--- config.mk ---
export PLATFORM = sky130hd
export DESIGN_NAME = psv_ctrl
export DESIGN_NICKNAME = d
export VERILOG_FILES = /design/src/common/psv_pkg.sv /design/src/core/psv_ctrl.sv
export SDC_FILE = /design/constraint.sdc
export NUM_CORES = 1
export LEC_CHECK = 0
export BUFFER_PORTS_ARGS = -buffer_cell sky130_fd_sc_hd__buf_2
export CORE_ASPECT_RATIO = 1.4
export CORE_MARGIN = 2
export CORE_UTILIZATION = 58
export DETAILED_ROUTE_END_ITERATION = 7
export GPL_TIMING_DRIVEN = 0
export PLACE_DENSITY_LB_ADDON = 0.15
export SLEW_MARGIN = 20
export SYNTH_ARGS = -nofsm -noshare
export SYNTH_HDL_FRONTEND = slang
export SYNTH_SLANG_ARGS = --single-unit
--- constraint.sdc ---
create_clock -name CLK -period 3.05 [get_ports CLK]
set_input_delay 0.305 -clock CLK [delete_from_list [all_inputs] [get_ports CLK]]
set_output_delay 0.305 -clock CLK [all_outputs]
set_load 0.05 [all_outputs]
--- src/common/psv_pkg.sv ---
// Package: register map, field positions, reset values and states of the power-save control block
package psv_pkg;
    // Register offsets (byte addresses, one aligned word each)
    localparam int unsigned ADDR_W       = 8;
    localparam logic [7:0]  OFF_PSC      = 8'h00;
    localparam logic [7:0]  OFF_PCC      = 8'h04;
    localparam logic [7:0]  OFF_CMD      = 8'h08;
    localparam logic [7:0]  OFF_STABILIZATION_TIME_SELECT_REG     = 8'h0C;
    localparam logic [7:0]  OFF_PCFG     = 8'h10;
    localparam logic [7:0]  OFF_IMSK     = 8'h14;
    localparam logic [7:0]  OFF_STAT     = 8'h18;
    // power_save_control_reg fields
    localparam int unsigned PSC_IDLE_BIT = 1;
    localparam int unsigned PSC_STOP_BIT = 2;
    // processor_clock_control_reg fields
    localparam int unsigned PCC_FRC_BIT  = 0;
    localparam int unsigned PCC_CKSEL_BIT = 1;
    // Peripheral sleep configuration fields
    localparam int unsigned CFG_TM0_WT   = 0;
    localparam int unsigned CFG_TM4_SUB  = 1;
    localparam int unsigned CFG_TM5_SUB  = 2;
    localparam int unsigned CFG_WT_SUB   = 3;
    localparam int unsigned CFG_CSI_LSB  = 4;
    localparam int unsigned CFG_UART_LSB = 8;
    localparam int unsigned CFG_INT7_SUB = 10;
    localparam int unsigned CFG_W        = 11;
    // Reset values
    localparam logic [1:0]  PCC_RST      = 2'h0;
    localparam logic [2:0]  STABILIZATION_TIME_SELECT_REG_RST     = 3'h4;
    localparam logic [10:0] PCFG_RST     = 11'h000;
    // Stabilisation wait is 2^(STAB_BASE+select) clock cycles; reset select gives 2^18
    localparam int unsigned STAB_BASE    = 14;
    localparam int unsigned STAB_CNT_W   = 22;
    localparam int unsigned CLK_PERIOD_NS = 5;
    // Operating states, Gray coded along run -> stop -> wait and run -> idle -> run; wait -> run changes both bits
    typedef enum logic [1:0] {
        PSV_RUN  = 2'b00,
        PSV_STOP = 2'b01,
        PSV_WAIT = 2'b11,
        PSV_IDLE = 2'b10
    } psv_state_t;
endpackage

--- src/core/psv_ctrl.sv ---
// Power-save control: light sleep, deep sleep, wake-up and oscillator stabilisation wait
//
// Decided for this implementation: the address map and strobed register access.
`timescale 1ns/1ps
`default_nettype none

module psv_ctrl
    import psv_pkg::*;
#(
    parameter int unsigned NUM_INT    = 8,
    // Wait is 2^(STAB_SHIFT+select) cycles; smaller values only shorten simulation
    parameter int unsigned STAB_SHIFT = STAB_BASE
) (
    // Clock and reset; CLK is the always-on control clock, not the main oscillator
    input  wire logic                CLK,
    input  wire logic                RST_N,
    // Register port
    input  wire logic [ADDR_W-1:0]   ADDR,
    input  wire logic [31:0]         WDATA,
    input  wire logic                WR,
    input  wire logic                RD,
    output logic      [31:0]         RDATA,
    // Asynchronous wake and status inputs
    input  wire logic                NMI_REQ,
    input  wire logic [NUM_INT-1:0]  INT_REQ,
    input  wire logic                SUBCLK_PRESENT,
    input  wire logic                BUS_HOLD_REQUEST_N,
    // Clock generator controls
    output logic                     MAIN_OSC_EN,
    output logic                     CPU_CLK_EN,
    output logic                     PERIPH_CLK_EN,
    output logic                     SUB_FEEDBACK_CUT,
    // Bus
    output logic                     BUS_HOLD_ACKNOWLEDGE_N,
    output logic                     EXT_BUS_EN,
    // Peripheral run enables
    output logic                     TIMER_FIRST_EN,
    output logic                     TIMER_FIFTH_EN,
    output logic                     TIMER_SIXTH_EN,
    output logic                     WATCH_TIMER_EN,
    output logic      [3:0]          CLOCKED_SERIAL_EN,
    output logic      [1:0]          ASYNC_SERIAL_TX_EN,
    output logic      [1:0]          ASYNC_SERIAL_RX_EN,
    output logic                     EXTERNAL_INTERRUPT_SEVEN_EN,
    output logic                     WAKE_EVENT
);

    ////////////////////////////////////////////////////////////////////////////
    // Input synchronisers
    logic [NUM_INT+2:0] sync_a;
    logic [NUM_INT+2:0] sync_b;

    always_ff @(posedge CLK or negedge RST_N) begin
        if (!RST_N) begin
            sync_a <= '0;
            sync_b <= '0;
        end else begin
            sync_a <= {NMI_REQ, INT_REQ, SUBCLK_PRESENT, ~BUS_HOLD_REQUEST_N};
            sync_b <= sync_a;
        end
    end

    logic               nmi_s;
    logic [NUM_INT-1:0] int_s;
    logic               sub_s;
    logic               hold_s;
    assign {nmi_s, int_s, sub_s, hold_s} = sync_b;

    ////////////////////////////////////////////////////////////////////////////
    // Registers and state
    psv_state_t                state;
    psv_state_t                next_state;
    logic [1:0]                processor_clock_control_reg;
    logic [1:0]                next_pcc;
    logic [2:0]                stabilization_time_select_reg;
    logic [2:0]                next_stabilization_time_select_reg;
    logic [CFG_W-1:0]          pcfg;
    logic [CFG_W-1:0]          next_pcfg;
    logic [NUM_INT-1:0]        imsk;
    logic [NUM_INT-1:0]        next_imsk;
    logic                      unlock;
    logic                      next_unlock;
    logic [STAB_CNT_W-1:0]     stab_cnt;
    logic [STAB_CNT_W-1:0]     next_stab_cnt;
    logic [31:0]               next_rdata;
    logic                      wake;
    logic                      psc_wr;

    // Stabilisation length for the current select value
    function automatic logic [STAB_CNT_W-1:0] stab_len(input logic [2:0] sel);
        logic [4:0] sh;
        sh = 5'(STAB_SHIFT) + {2'h0, sel};
        if (sh > 5'(STAB_CNT_W - 1)) begin
            sh = 5'(STAB_CNT_W - 1);
        end
        stab_len = STAB_CNT_W'(1) << sh;
    endfunction

    // sampled on the always-on clock, so no main clock is needed to see them
    assign wake   = nmi_s | (|(int_s & ~imsk));
    // control register write only right after a command-protect write
    assign psc_wr = WR && (ADDR == OFF_PSC) && unlock;

    always_comb begin
        next_state    = state;
        next_pcc      = processor_clock_control_reg;
        next_stabilization_time_select_reg     = stabilization_time_select_reg;
        next_pcfg     = pcfg;
        next_imsk     = imsk;
        next_stab_cnt = stab_cnt;
        next_unlock   = WR && (ADDR == OFF_CMD);
        next_rdata    = 32'h0000_0000;
        if (WR) begin
            unique case (ADDR)
                OFF_PCC:  next_pcc  = WDATA[1:0];
                OFF_STABILIZATION_TIME_SELECT_REG: next_stabilization_time_select_reg = WDATA[2:0];
                OFF_PCFG: next_pcfg = WDATA[CFG_W-1:0];
                OFF_IMSK: next_imsk = WDATA[NUM_INT-1:0];
                default:  ;
            endcase
        end
        if (RD) begin
            unique case (ADDR)
                OFF_PSC:  next_rdata = {29'h0, state == PSV_STOP, state == PSV_IDLE, 1'b0};
                OFF_PCC:  next_rdata = {30'h0, processor_clock_control_reg};
                OFF_STABILIZATION_TIME_SELECT_REG: next_rdata = {29'h0, stabilization_time_select_reg};
                OFF_PCFG: next_rdata = {{(32-CFG_W){1'b0}}, pcfg};
                OFF_IMSK: next_rdata = {{(32-NUM_INT){1'b0}}, imsk};
                OFF_STAT: next_rdata = {28'h0, sub_s, wake, state};
                default:  next_rdata = 32'h0000_0000;
            endcase
        end
        unique case (state)
            PSV_RUN: begin
                // stop request, refused while CPU runs on subclock
                if (psc_wr && WDATA[PSC_STOP_BIT] && !processor_clock_control_reg[PCC_CKSEL_BIT]) begin
                    next_state = PSV_STOP;
                end else if (psc_wr && WDATA[PSC_IDLE_BIT]) begin
                    next_state = PSV_IDLE;
                end
            end
            PSV_IDLE: begin
                // Oscillator kept running, so no wait is needed here
                if (wake) begin
                    next_state = PSV_RUN;
                end
            end
            PSV_STOP: begin
                // interrupt wake loads the selected interval
                if (wake) begin
                    next_state    = PSV_WAIT;
                    next_stab_cnt = stab_len(stabilization_time_select_reg);
                end
            end
            PSV_WAIT: begin
                // hold clocks off until the count runs out
                if (stab_cnt <= STAB_CNT_W'(1)) begin
                    next_state    = PSV_RUN;
                    next_stab_cnt = '0;
                end else begin
                    next_stab_cnt = stab_cnt - STAB_CNT_W'(1);
                end
            end
        endcase
    end

    // Reset wakes into the wait state, so reset exit also waits out the oscillator
    always_ff @(posedge CLK or negedge RST_N) begin
        if (!RST_N) begin
            state    <= PSV_WAIT;
            processor_clock_control_reg      <= PCC_RST;
            stabilization_time_select_reg     <= STABILIZATION_TIME_SELECT_REG_RST;
            pcfg     <= PCFG_RST;
            imsk     <= '1;
            unlock   <= 1'b0;
            stab_cnt <= STAB_CNT_W'(1) << (STAB_SHIFT + STABILIZATION_TIME_SELECT_REG_RST);
            RDATA    <= 32'h0000_0000;
        end else begin
            state    <= next_state;
            processor_clock_control_reg      <= next_pcc;
            stabilization_time_select_reg     <= next_stabilization_time_select_reg;
            pcfg     <= next_pcfg;
            imsk     <= next_imsk;
            unlock   <= next_unlock;
            stab_cnt <= next_stab_cnt;
            RDATA    <= next_rdata;
        end
    end

    ////////////////////////////////////////////////////////////////////////////
    // Output enables, computed from the next state so they change with it; WAKE_EVENT is taken from the current state
    logic n_run;
    logic n_idle;
    logic n_stop;
    logic n_sub;

    always_comb begin
        n_run  = (next_state == PSV_RUN);
        n_idle = (next_state == PSV_IDLE);
        n_stop = (next_state == PSV_STOP);
        n_sub  = sub_s;
    end

    always_ff @(posedge CLK or negedge RST_N) begin
        if (!RST_N) begin
            MAIN_OSC_EN                 <= 1'b1;
            CPU_CLK_EN                  <= 1'b0;
            PERIPH_CLK_EN               <= 1'b0;
            SUB_FEEDBACK_CUT            <= 1'b0;
            BUS_HOLD_ACKNOWLEDGE_N      <= 1'b1;
            EXT_BUS_EN                  <= 1'b0;
            TIMER_FIRST_EN              <= 1'b0;
            TIMER_FIFTH_EN              <= 1'b0;
            TIMER_SIXTH_EN              <= 1'b0;
            WATCH_TIMER_EN              <= 1'b0;
            CLOCKED_SERIAL_EN           <= 4'h0;
            ASYNC_SERIAL_TX_EN          <= 2'h0;
            ASYNC_SERIAL_RX_EN          <= 2'h0;
            EXTERNAL_INTERRUPT_SEVEN_EN <= 1'b0;
            WAKE_EVENT                  <= 1'b0;
        end else begin
            // main oscillator off only in deep sleep
            MAIN_OSC_EN                 <= !n_stop;
            // CPU clock gated; execution halts with state held
            CPU_CLK_EN                  <= n_run;
            PERIPH_CLK_EN               <= n_run;
            // feedback cut only in deep sleep with a subclock
            SUB_FEEDBACK_CUT            <= n_stop && n_sub && next_pcc[PCC_FRC_BIT];
            // hold request not granted outside run
            BUS_HOLD_ACKNOWLEDGE_N      <= !(n_run && hold_s);
            EXT_BUS_EN                  <= n_run;
            // first timer counts on the watch interrupt
            TIMER_FIRST_EN              <= n_run || (n_sub && pcfg[CFG_TM0_WT]);
            TIMER_FIFTH_EN              <= n_run || (n_sub && pcfg[CFG_TM4_SUB]);
            TIMER_SIXTH_EN              <= n_run || (n_sub && pcfg[CFG_TM5_SUB]);
            WATCH_TIMER_EN              <= n_run || (n_sub && (n_idle || pcfg[CFG_WT_SUB]));
            // clocked serial only with external serial clock
            CLOCKED_SERIAL_EN           <= n_run ? 4'hF : pcfg[CFG_CSI_LSB +: 4];
            ASYNC_SERIAL_TX_EN          <= n_run ? 2'h3 : pcfg[CFG_UART_LSB +: 2];
            ASYNC_SERIAL_RX_EN          <= n_run ? 2'h3 : 2'h0;
            EXTERNAL_INTERRUPT_SEVEN_EN <= n_run || (n_sub && pcfg[CFG_INT7_SUB]);
            WAKE_EVENT                  <= (state == PSV_STOP || state == PSV_IDLE) && wake;
        end
    end

    ////////////////////////////////////////////////////////////////////////////
    // Assertions
    property p_osc_off_in_stop;
        @(posedge CLK) disable iff (!RST_N) (state == PSV_STOP) |-> !MAIN_OSC_EN;
    endproperty
    a_osc_off_in_stop: assert property (p_osc_off_in_stop) else $error("main osc running in deep sleep");

    property p_cpu_gated;
        @(posedge CLK) disable iff (!RST_N) (state != PSV_RUN) |-> !CPU_CLK_EN && !PERIPH_CLK_EN;
    endproperty
    a_cpu_gated: assert property (p_cpu_gated) else $error("cpu clock on while asleep");

    property p_frc;
        @(posedge CLK) disable iff (!RST_N) SUB_FEEDBACK_CUT |-> state == PSV_STOP && processor_clock_control_reg[PCC_FRC_BIT];
    endproperty
    a_frc: assert property (p_frc) else $error("feedback cut outside deep sleep");

    property p_no_hold;
        @(posedge CLK) disable iff (!RST_N) (state != PSV_RUN) |-> BUS_HOLD_ACKNOWLEDGE_N;
    endproperty
    a_no_hold: assert property (p_no_hold) else $error("hold granted while asleep");

    property p_stop_entry;
        @(posedge CLK) disable iff (!RST_N)
            (state == PSV_RUN && psc_wr && WDATA[PSC_STOP_BIT] && !processor_clock_control_reg[PCC_CKSEL_BIT]) |=> state == PSV_STOP;
    endproperty
    a_stop_entry: assert property (p_stop_entry) else $error("stop request not taken");

    property p_stop_wake;
        @(posedge CLK) disable iff (!RST_N) (state == PSV_STOP && wake) |=> state == PSV_WAIT;
    endproperty
    a_stop_wake: assert property (p_stop_wake) else $error("deep sleep not released");

    property p_wait_len;
        @(posedge CLK) disable iff (!RST_N)
            (state == PSV_STOP && wake && stabilization_time_select_reg == 3'h0) |=> (state == PSV_WAIT)[*8] ##1 !CPU_CLK_EN;
    endproperty
    a_wait_len: assert property (p_wait_len) else $error("stabilisation wait cut short");

    property p_wait_done;
        @(posedge CLK) disable iff (!RST_N) (state == PSV_WAIT && stab_cnt == STAB_CNT_W'(1)) |=> state == PSV_RUN;
    endproperty
    a_wait_done: assert property (p_wait_done) else $error("wait did not end");

    property p_idle_entry;
        @(posedge CLK) disable iff (!RST_N)
            (state == PSV_RUN && psc_wr && WDATA[PSC_IDLE_BIT] && !WDATA[PSC_STOP_BIT]) |=> state == PSV_IDLE;
    endproperty
    a_idle_entry: assert property (p_idle_entry) else $error("idle request not taken");

    property p_uart_rx;
        @(posedge CLK) disable iff (!RST_N) (state == PSV_STOP) |-> ASYNC_SERIAL_RX_EN == 2'h0;
    endproperty
    a_uart_rx: assert property (p_uart_rx) else $error("uart receive on in deep sleep");

    c_stop: cover property (@(posedge CLK) disable iff (!RST_N) state == PSV_STOP ##[1:20] state == PSV_WAIT);
    c_idle: cover property (@(posedge CLK) disable iff (!RST_N) state == PSV_IDLE ##[1:20] state == PSV_RUN);
    c_refused: cover property (@(posedge CLK) disable iff (!RST_N) WR && ADDR == OFF_PSC && !unlock);

endmodule // psv_ctrl

`default_nettype wire

[Word-level counts from Yosys, hierarchy flattened]
Cells that the tools add are included.
Widths: inputs -> output; s select.
Word-level totals
  bits in registers: 121
  input port bits: 55
  word-level logic and storage cells: 99
Operators by class
  $add $sub $neg: 2
  $lt $le $gt $ge: 2
  eq/ne operators: 12
  shifts and indexed selects: 1
  multiplexer cells: 19
  bitwise logic cells: 4
  reduce and logical (&&, ||, !) cells: 35
Operators by type and width (number)
  $pmux 11 s6: 1
  $mux 22: 2
  $pmux 22 s2: 1
  $eq 8x5->1 const B: 3
  $le 22x1->1 const B: 1
  $shl 1x5->22 const A: 1
  $sub 22x1->22 const B: 1
  $eq 8x4->1 const B: 2
  $logic_and 1x1->1: 15
  $mux 5: 3
  $mux 2: 7
  $mux 11: 1
  $reduce_and 2->1: 5
  $and 8x8->8: 1
  $eq 8x3->1 const B: 1
  $logic_not 8->1: 1
  $not 8->8: 1
  $pmux 2 s4: 1
  $reduce_or 8->1: 1
  $logic_or 1x1->1: 7
  $eq 2x2->1 const B: 3
  $add 4x3->5 const A: 1
  $gt 5x5->1 const B: 1
  $eq 2x1->1 const B: 2
  other kinds (8): 12

[Longest topological paths before layout]
  depth in word-level cells: 11
  mapped depth: 10
  mapped depth without buffers: 7

[Worst setup path before layout]
OpenSTA, ideal clock, no wires.
  kind: reg-to-reg
  start point: reg stab_cnt[14]
  end point: reg stab_cnt[15]
  setup time: 121 ps
  arrival: 1963 ps
  path slack: 966 ps
  cell stages (with the launch flop): 8
  path through: dfrtp_1 or4_4 and4bb_4 a21bo_2 buf_4 buf_6 o22ai_1 a22o_1
Between the ends
  word-level cells in the longest chain between the ends: 3
  elaborated cells between the ends (all ways): 4
  those cells by class: 1 x add/sub; 1 x order compare; 2 x mux
RTL lines
  from (decl): line psv_ctrl.sv:83  | logic [STAB_CNT_W-1:0] stab_cnt;
  from (signal assigned): line psv_ctrl.sv:176  | stab_cnt <= STAB_CNT_W'(1) << (STAB_SHIFT + STABILIZATION_TIME_SELECT_REG_RST);
  from (signal assigned): line psv_ctrl.sv:185  | stab_cnt <= next_stab_cnt;
  $sub 22x1->22 or $le 22x1->1 (tied branches): line psv_ctrl.sv:161, psv_ctrl.sv:157
  $mux 22 (*): line psv_ctrl.sv:157  | if (stab_cnt <= STAB_CNT_W'(1)) begin
  $pmux 22 s2 (*): line psv_ctrl.sv:133  | unique case (state)
Mark *: on every way between the ends. The rest lies on a longest branch, timed or not.
A chain may end at the register's enable or synchronous reset.

[Worst setup path in the final report]
  start point: reg imsk[1]
  end point: reg stab_cnt[7]
Between the ends
  word-level cells in the longest chain between the ends: 6
RTL lines
  from (decl): line psv_ctrl.sv:79  | logic [NUM_INT-1:0] imsk;
  from (signal assigned): line psv_ctrl.sv:183  | imsk <= next_imsk;
  $not 8->8: line psv_ctrl.sv:100  | assign wake = nmi_s | (|(int_s & ~imsk));
  $and 8x8->8: line psv_ctrl.sv:100
  $reduce_or 8->1: line psv_ctrl.sv:100
  $or 1x1->1: line psv_ctrl.sv:100
  $ne 2x2->1 (no line)
  $reduce_and 2->1 (no line)
No other way between the ends.

==> metrics.yaml <==
cp_max_fo: 10
ios: 107
synth.area.top_cells: "dfrtp_1 45%, dfstp_2 7.9%, mux2_2 6.0%"
clockBufferDepth: 2
required_ns: 3.30
nNetsFinal: 578
hold_class: "in -> reg"
wl_per_cell_um: 16.9
clock_latency_ns: 0.37
wl_um: 10500
power.density_nw_per_um2: 972
reg2reg_slack_ns: 0.22
vdd_drop_max_uv: 553
synthArstFlopShare: 1.00
power.leakage_nw: 2.60
cts.clk_slew.worst_paths_ns: 0.09
core_area_um2: 7800
tightestPinTransition_ns: 0.952
area_delta_synth_final_pct: 15.8
fmax_mhz: 353
seq_area_frac_synth: 0.529
track_usage: 0.257
die_h_um: 110
cts_made_buffers: 9
viasPerCell: 5.72
arrival_ns: 3.08
synth-seq-cells: 98
post_cts_buffers: 0
dieArea_um2: 8800
tns_ns: 0
synth_area_leader_cell: "dfrtp_1"
grt.overflow.total: 0
grt_max_degree: 56
largest-register: "stab_cnt"
worst-r2r-cell-count: 6
yosysWarnings: 0
grt_setup_unrepaired: "false"
first_global_vias: 3490
setup_viol: 0
grt_antenna_before_repair: 0
vias: 3544
status: "finished clean"
relSlewSlack: 0.365
cts_max_level: 3
dr.first_iter.drc_count: 201
startpoint: "imsk[1]"
route.detailed.drc: 0
ys_types: 67
antenna-diode-count: 0
drive_gt1_frac: 0.306
finalHoldViolations: 0
r2r_end: "stab_cnt[7]"
syn_area_per_cell_um2: 11.1
cts_tree: "done"
yosysTopAreaCellShare: 0.450
drt_pass1_iterations: 5
largest_reg_flops: 22
crit_type: "reg -> reg"
dp_hpwl_um: 7760
design_area_um2: 5410
cts-root-buf: "clkbuf_8"
period_share: 0.928
fin_skew_ns: 0.0124
setup.worst_path.end: "stab_cnt[7]"
cts_resized: 0
place_congestion: 0.939
grt_first_pass_wirelength_um: 17000
synth_area_um2: 4670
final.min_clock_period_ns: 2.83
io_buffers: 63
synthFlopType: "dfrtp_1"
die_w_um: 79.8
cts_sinks: 98
start_util: 0.599
start_kind: "flop"
num_rows: 38
slew_viol_final: 0
netlist_instances: 419
synth_edf_count: 0
crit_path_end_kind: "flop"
maxCapViolCount: 0
rr_startpoint: "imsk[1]"
placed_area_um2: 5220
ant_nets: 0
worst max-delay path, stage by stage, from the launching register on:
cell	delay, ns
dfstp_2	0.55
inv_1	0.04
a222oi_1	0.84
a41oi_1	0.58
clkbuf_1	0.37
nand2_1	0.23
o2bb2ai_1	0.11
synth_stat cells (all sizes together), types with 2 or more instances:
| master | instances |
|---|---|
| nor3 | 10 |
| or3 | 8 |
| o211ai | 2 |
| buf | 30 |
| nor2b | 10 |
| nor4 | 6 |
| o21ai | 24 |
| a21oi | 10 |
| nand4 | 4 |
| a21o | 7 |
| and3 | 5 |
| or4 | 2 |
| nand3 | 9 |
| nand2 | 26 |
| clkbuf | 9 |
| a31oi | 4 |
| a22o | 11 |
| o31ai | 2 |
| nor3b | 2 |
| a22oi | 5 |
| mux2i | 4 |
| ha | 8 |
| inv | 19 |
| o32ai | 4 |
| or4b | 2 |
| dfstp | 14 |
| o22ai | 9 |
| o2bb2ai | 6 |
| a21boi | 3 |
| a41o | 2 |
| and2 | 3 |
| nor2 | 25 |
| or2 | 2 |
| and4 | 3 |
| dfrtp | 84 |
| o32a | 2 |
| mux2 | 26 |
through the flow:
step	hold slack [ns]	setup slack [ns]	instances	power (mW)	utilization
6_report	0.0417	0.218	620	5.26	0.694
5_1_grt	0.0185	0.0578	620	5.62	0.694
4_1_cts	0.0215	0.292	620	5.27	0.694
3_5_place_dp	0.249	0.293	603	4.48	0.669
3_3_place_gp	0.333	0.367	602	4.42	0.665
2_1_floorplan	0.00941	0.966	439	3.84	-
what timing repair did:
action / 4_1_cts / 5_1_grt
hold buffers: 1 / 0
endpoints found under the setup margin: 0 / 0
hold endpoints to repair: 39 / 0
final cells by class:
class / count / area (µm²)
sequential: 98 / 2470
clock buffer: 10 / 128
fill: 623 / 2390
inverter: 19 / 71.3
timing repair buffer: 65 / 359
clock inverter: 6 / 51.3
buffer: 39 / 253
multi-input combinational: 283 / 1950
tap: 100 / 125
kinds of logic after synthesis:
family | count (synthesis) | synth area share
AND/OR/NAND/NOR | 121 | 0.145
AO/OA/AOI/OAI | 102 | 0.161
flip-flops | 98 | 0.529
buffers and inverters | 58 | 0.0694
multiplexers | 30 | 0.0713
adder cells (fa/ha/maj) | 8 | 0.0214
other | 1 | 0.000803
XOR/XNOR | 1 | 0.00188
placed cells by master, fill, tap and decap left out, types with 10 or more instances in the layout:
cell type	n
clkbuf_1	10
nor2b_1	10
buf_2	63
o21ai_1	13
inv_1	19
a22o_1	11
dfrtp_1	84
dfstp_2	14
conb_1	21
a21oi_1	10
o21ai_0	11
nand2_1	26
nor2_1	25
mux2_2	25
buf_4	26
metal layers:
metal	vias up	track usage	wire length (µm)
met4	0	0.109	241
met2	102	0.471	5900
met3	20	0.0448	336
met1	1753	0.293	4030
met5	-	0	0
li1	1669	-	-
where the power goes:
part / total, mW / leakage (nW) / internal [mW] / switching [mW]
clock: 0.771 / 0.0814 / 0.308 / 0.463
combinational: 2.72 / 1.29 / 0.929 / 1.79
sequential: 1.77 / 1.23 / 1.57 / 0.202
how the worst min path moves through the flow:
stage	startpoint	to	cells past startpoint
floorplan	RST_N	ASYNC_SERIAL_RX_EN[0]	0
global placement	sync_a[8]	sync_b[8]	0
detailed placement	RST_N	stab_cnt[12]	1
CTS	INT_REQ[1]	sync_a[3]	1
global route	INT_REQ[2]	sync_a[4]	1
finish	INT_REQ[1]	sync_a[3]	1
Note: power is estimated with default switching activity, not from simulation.
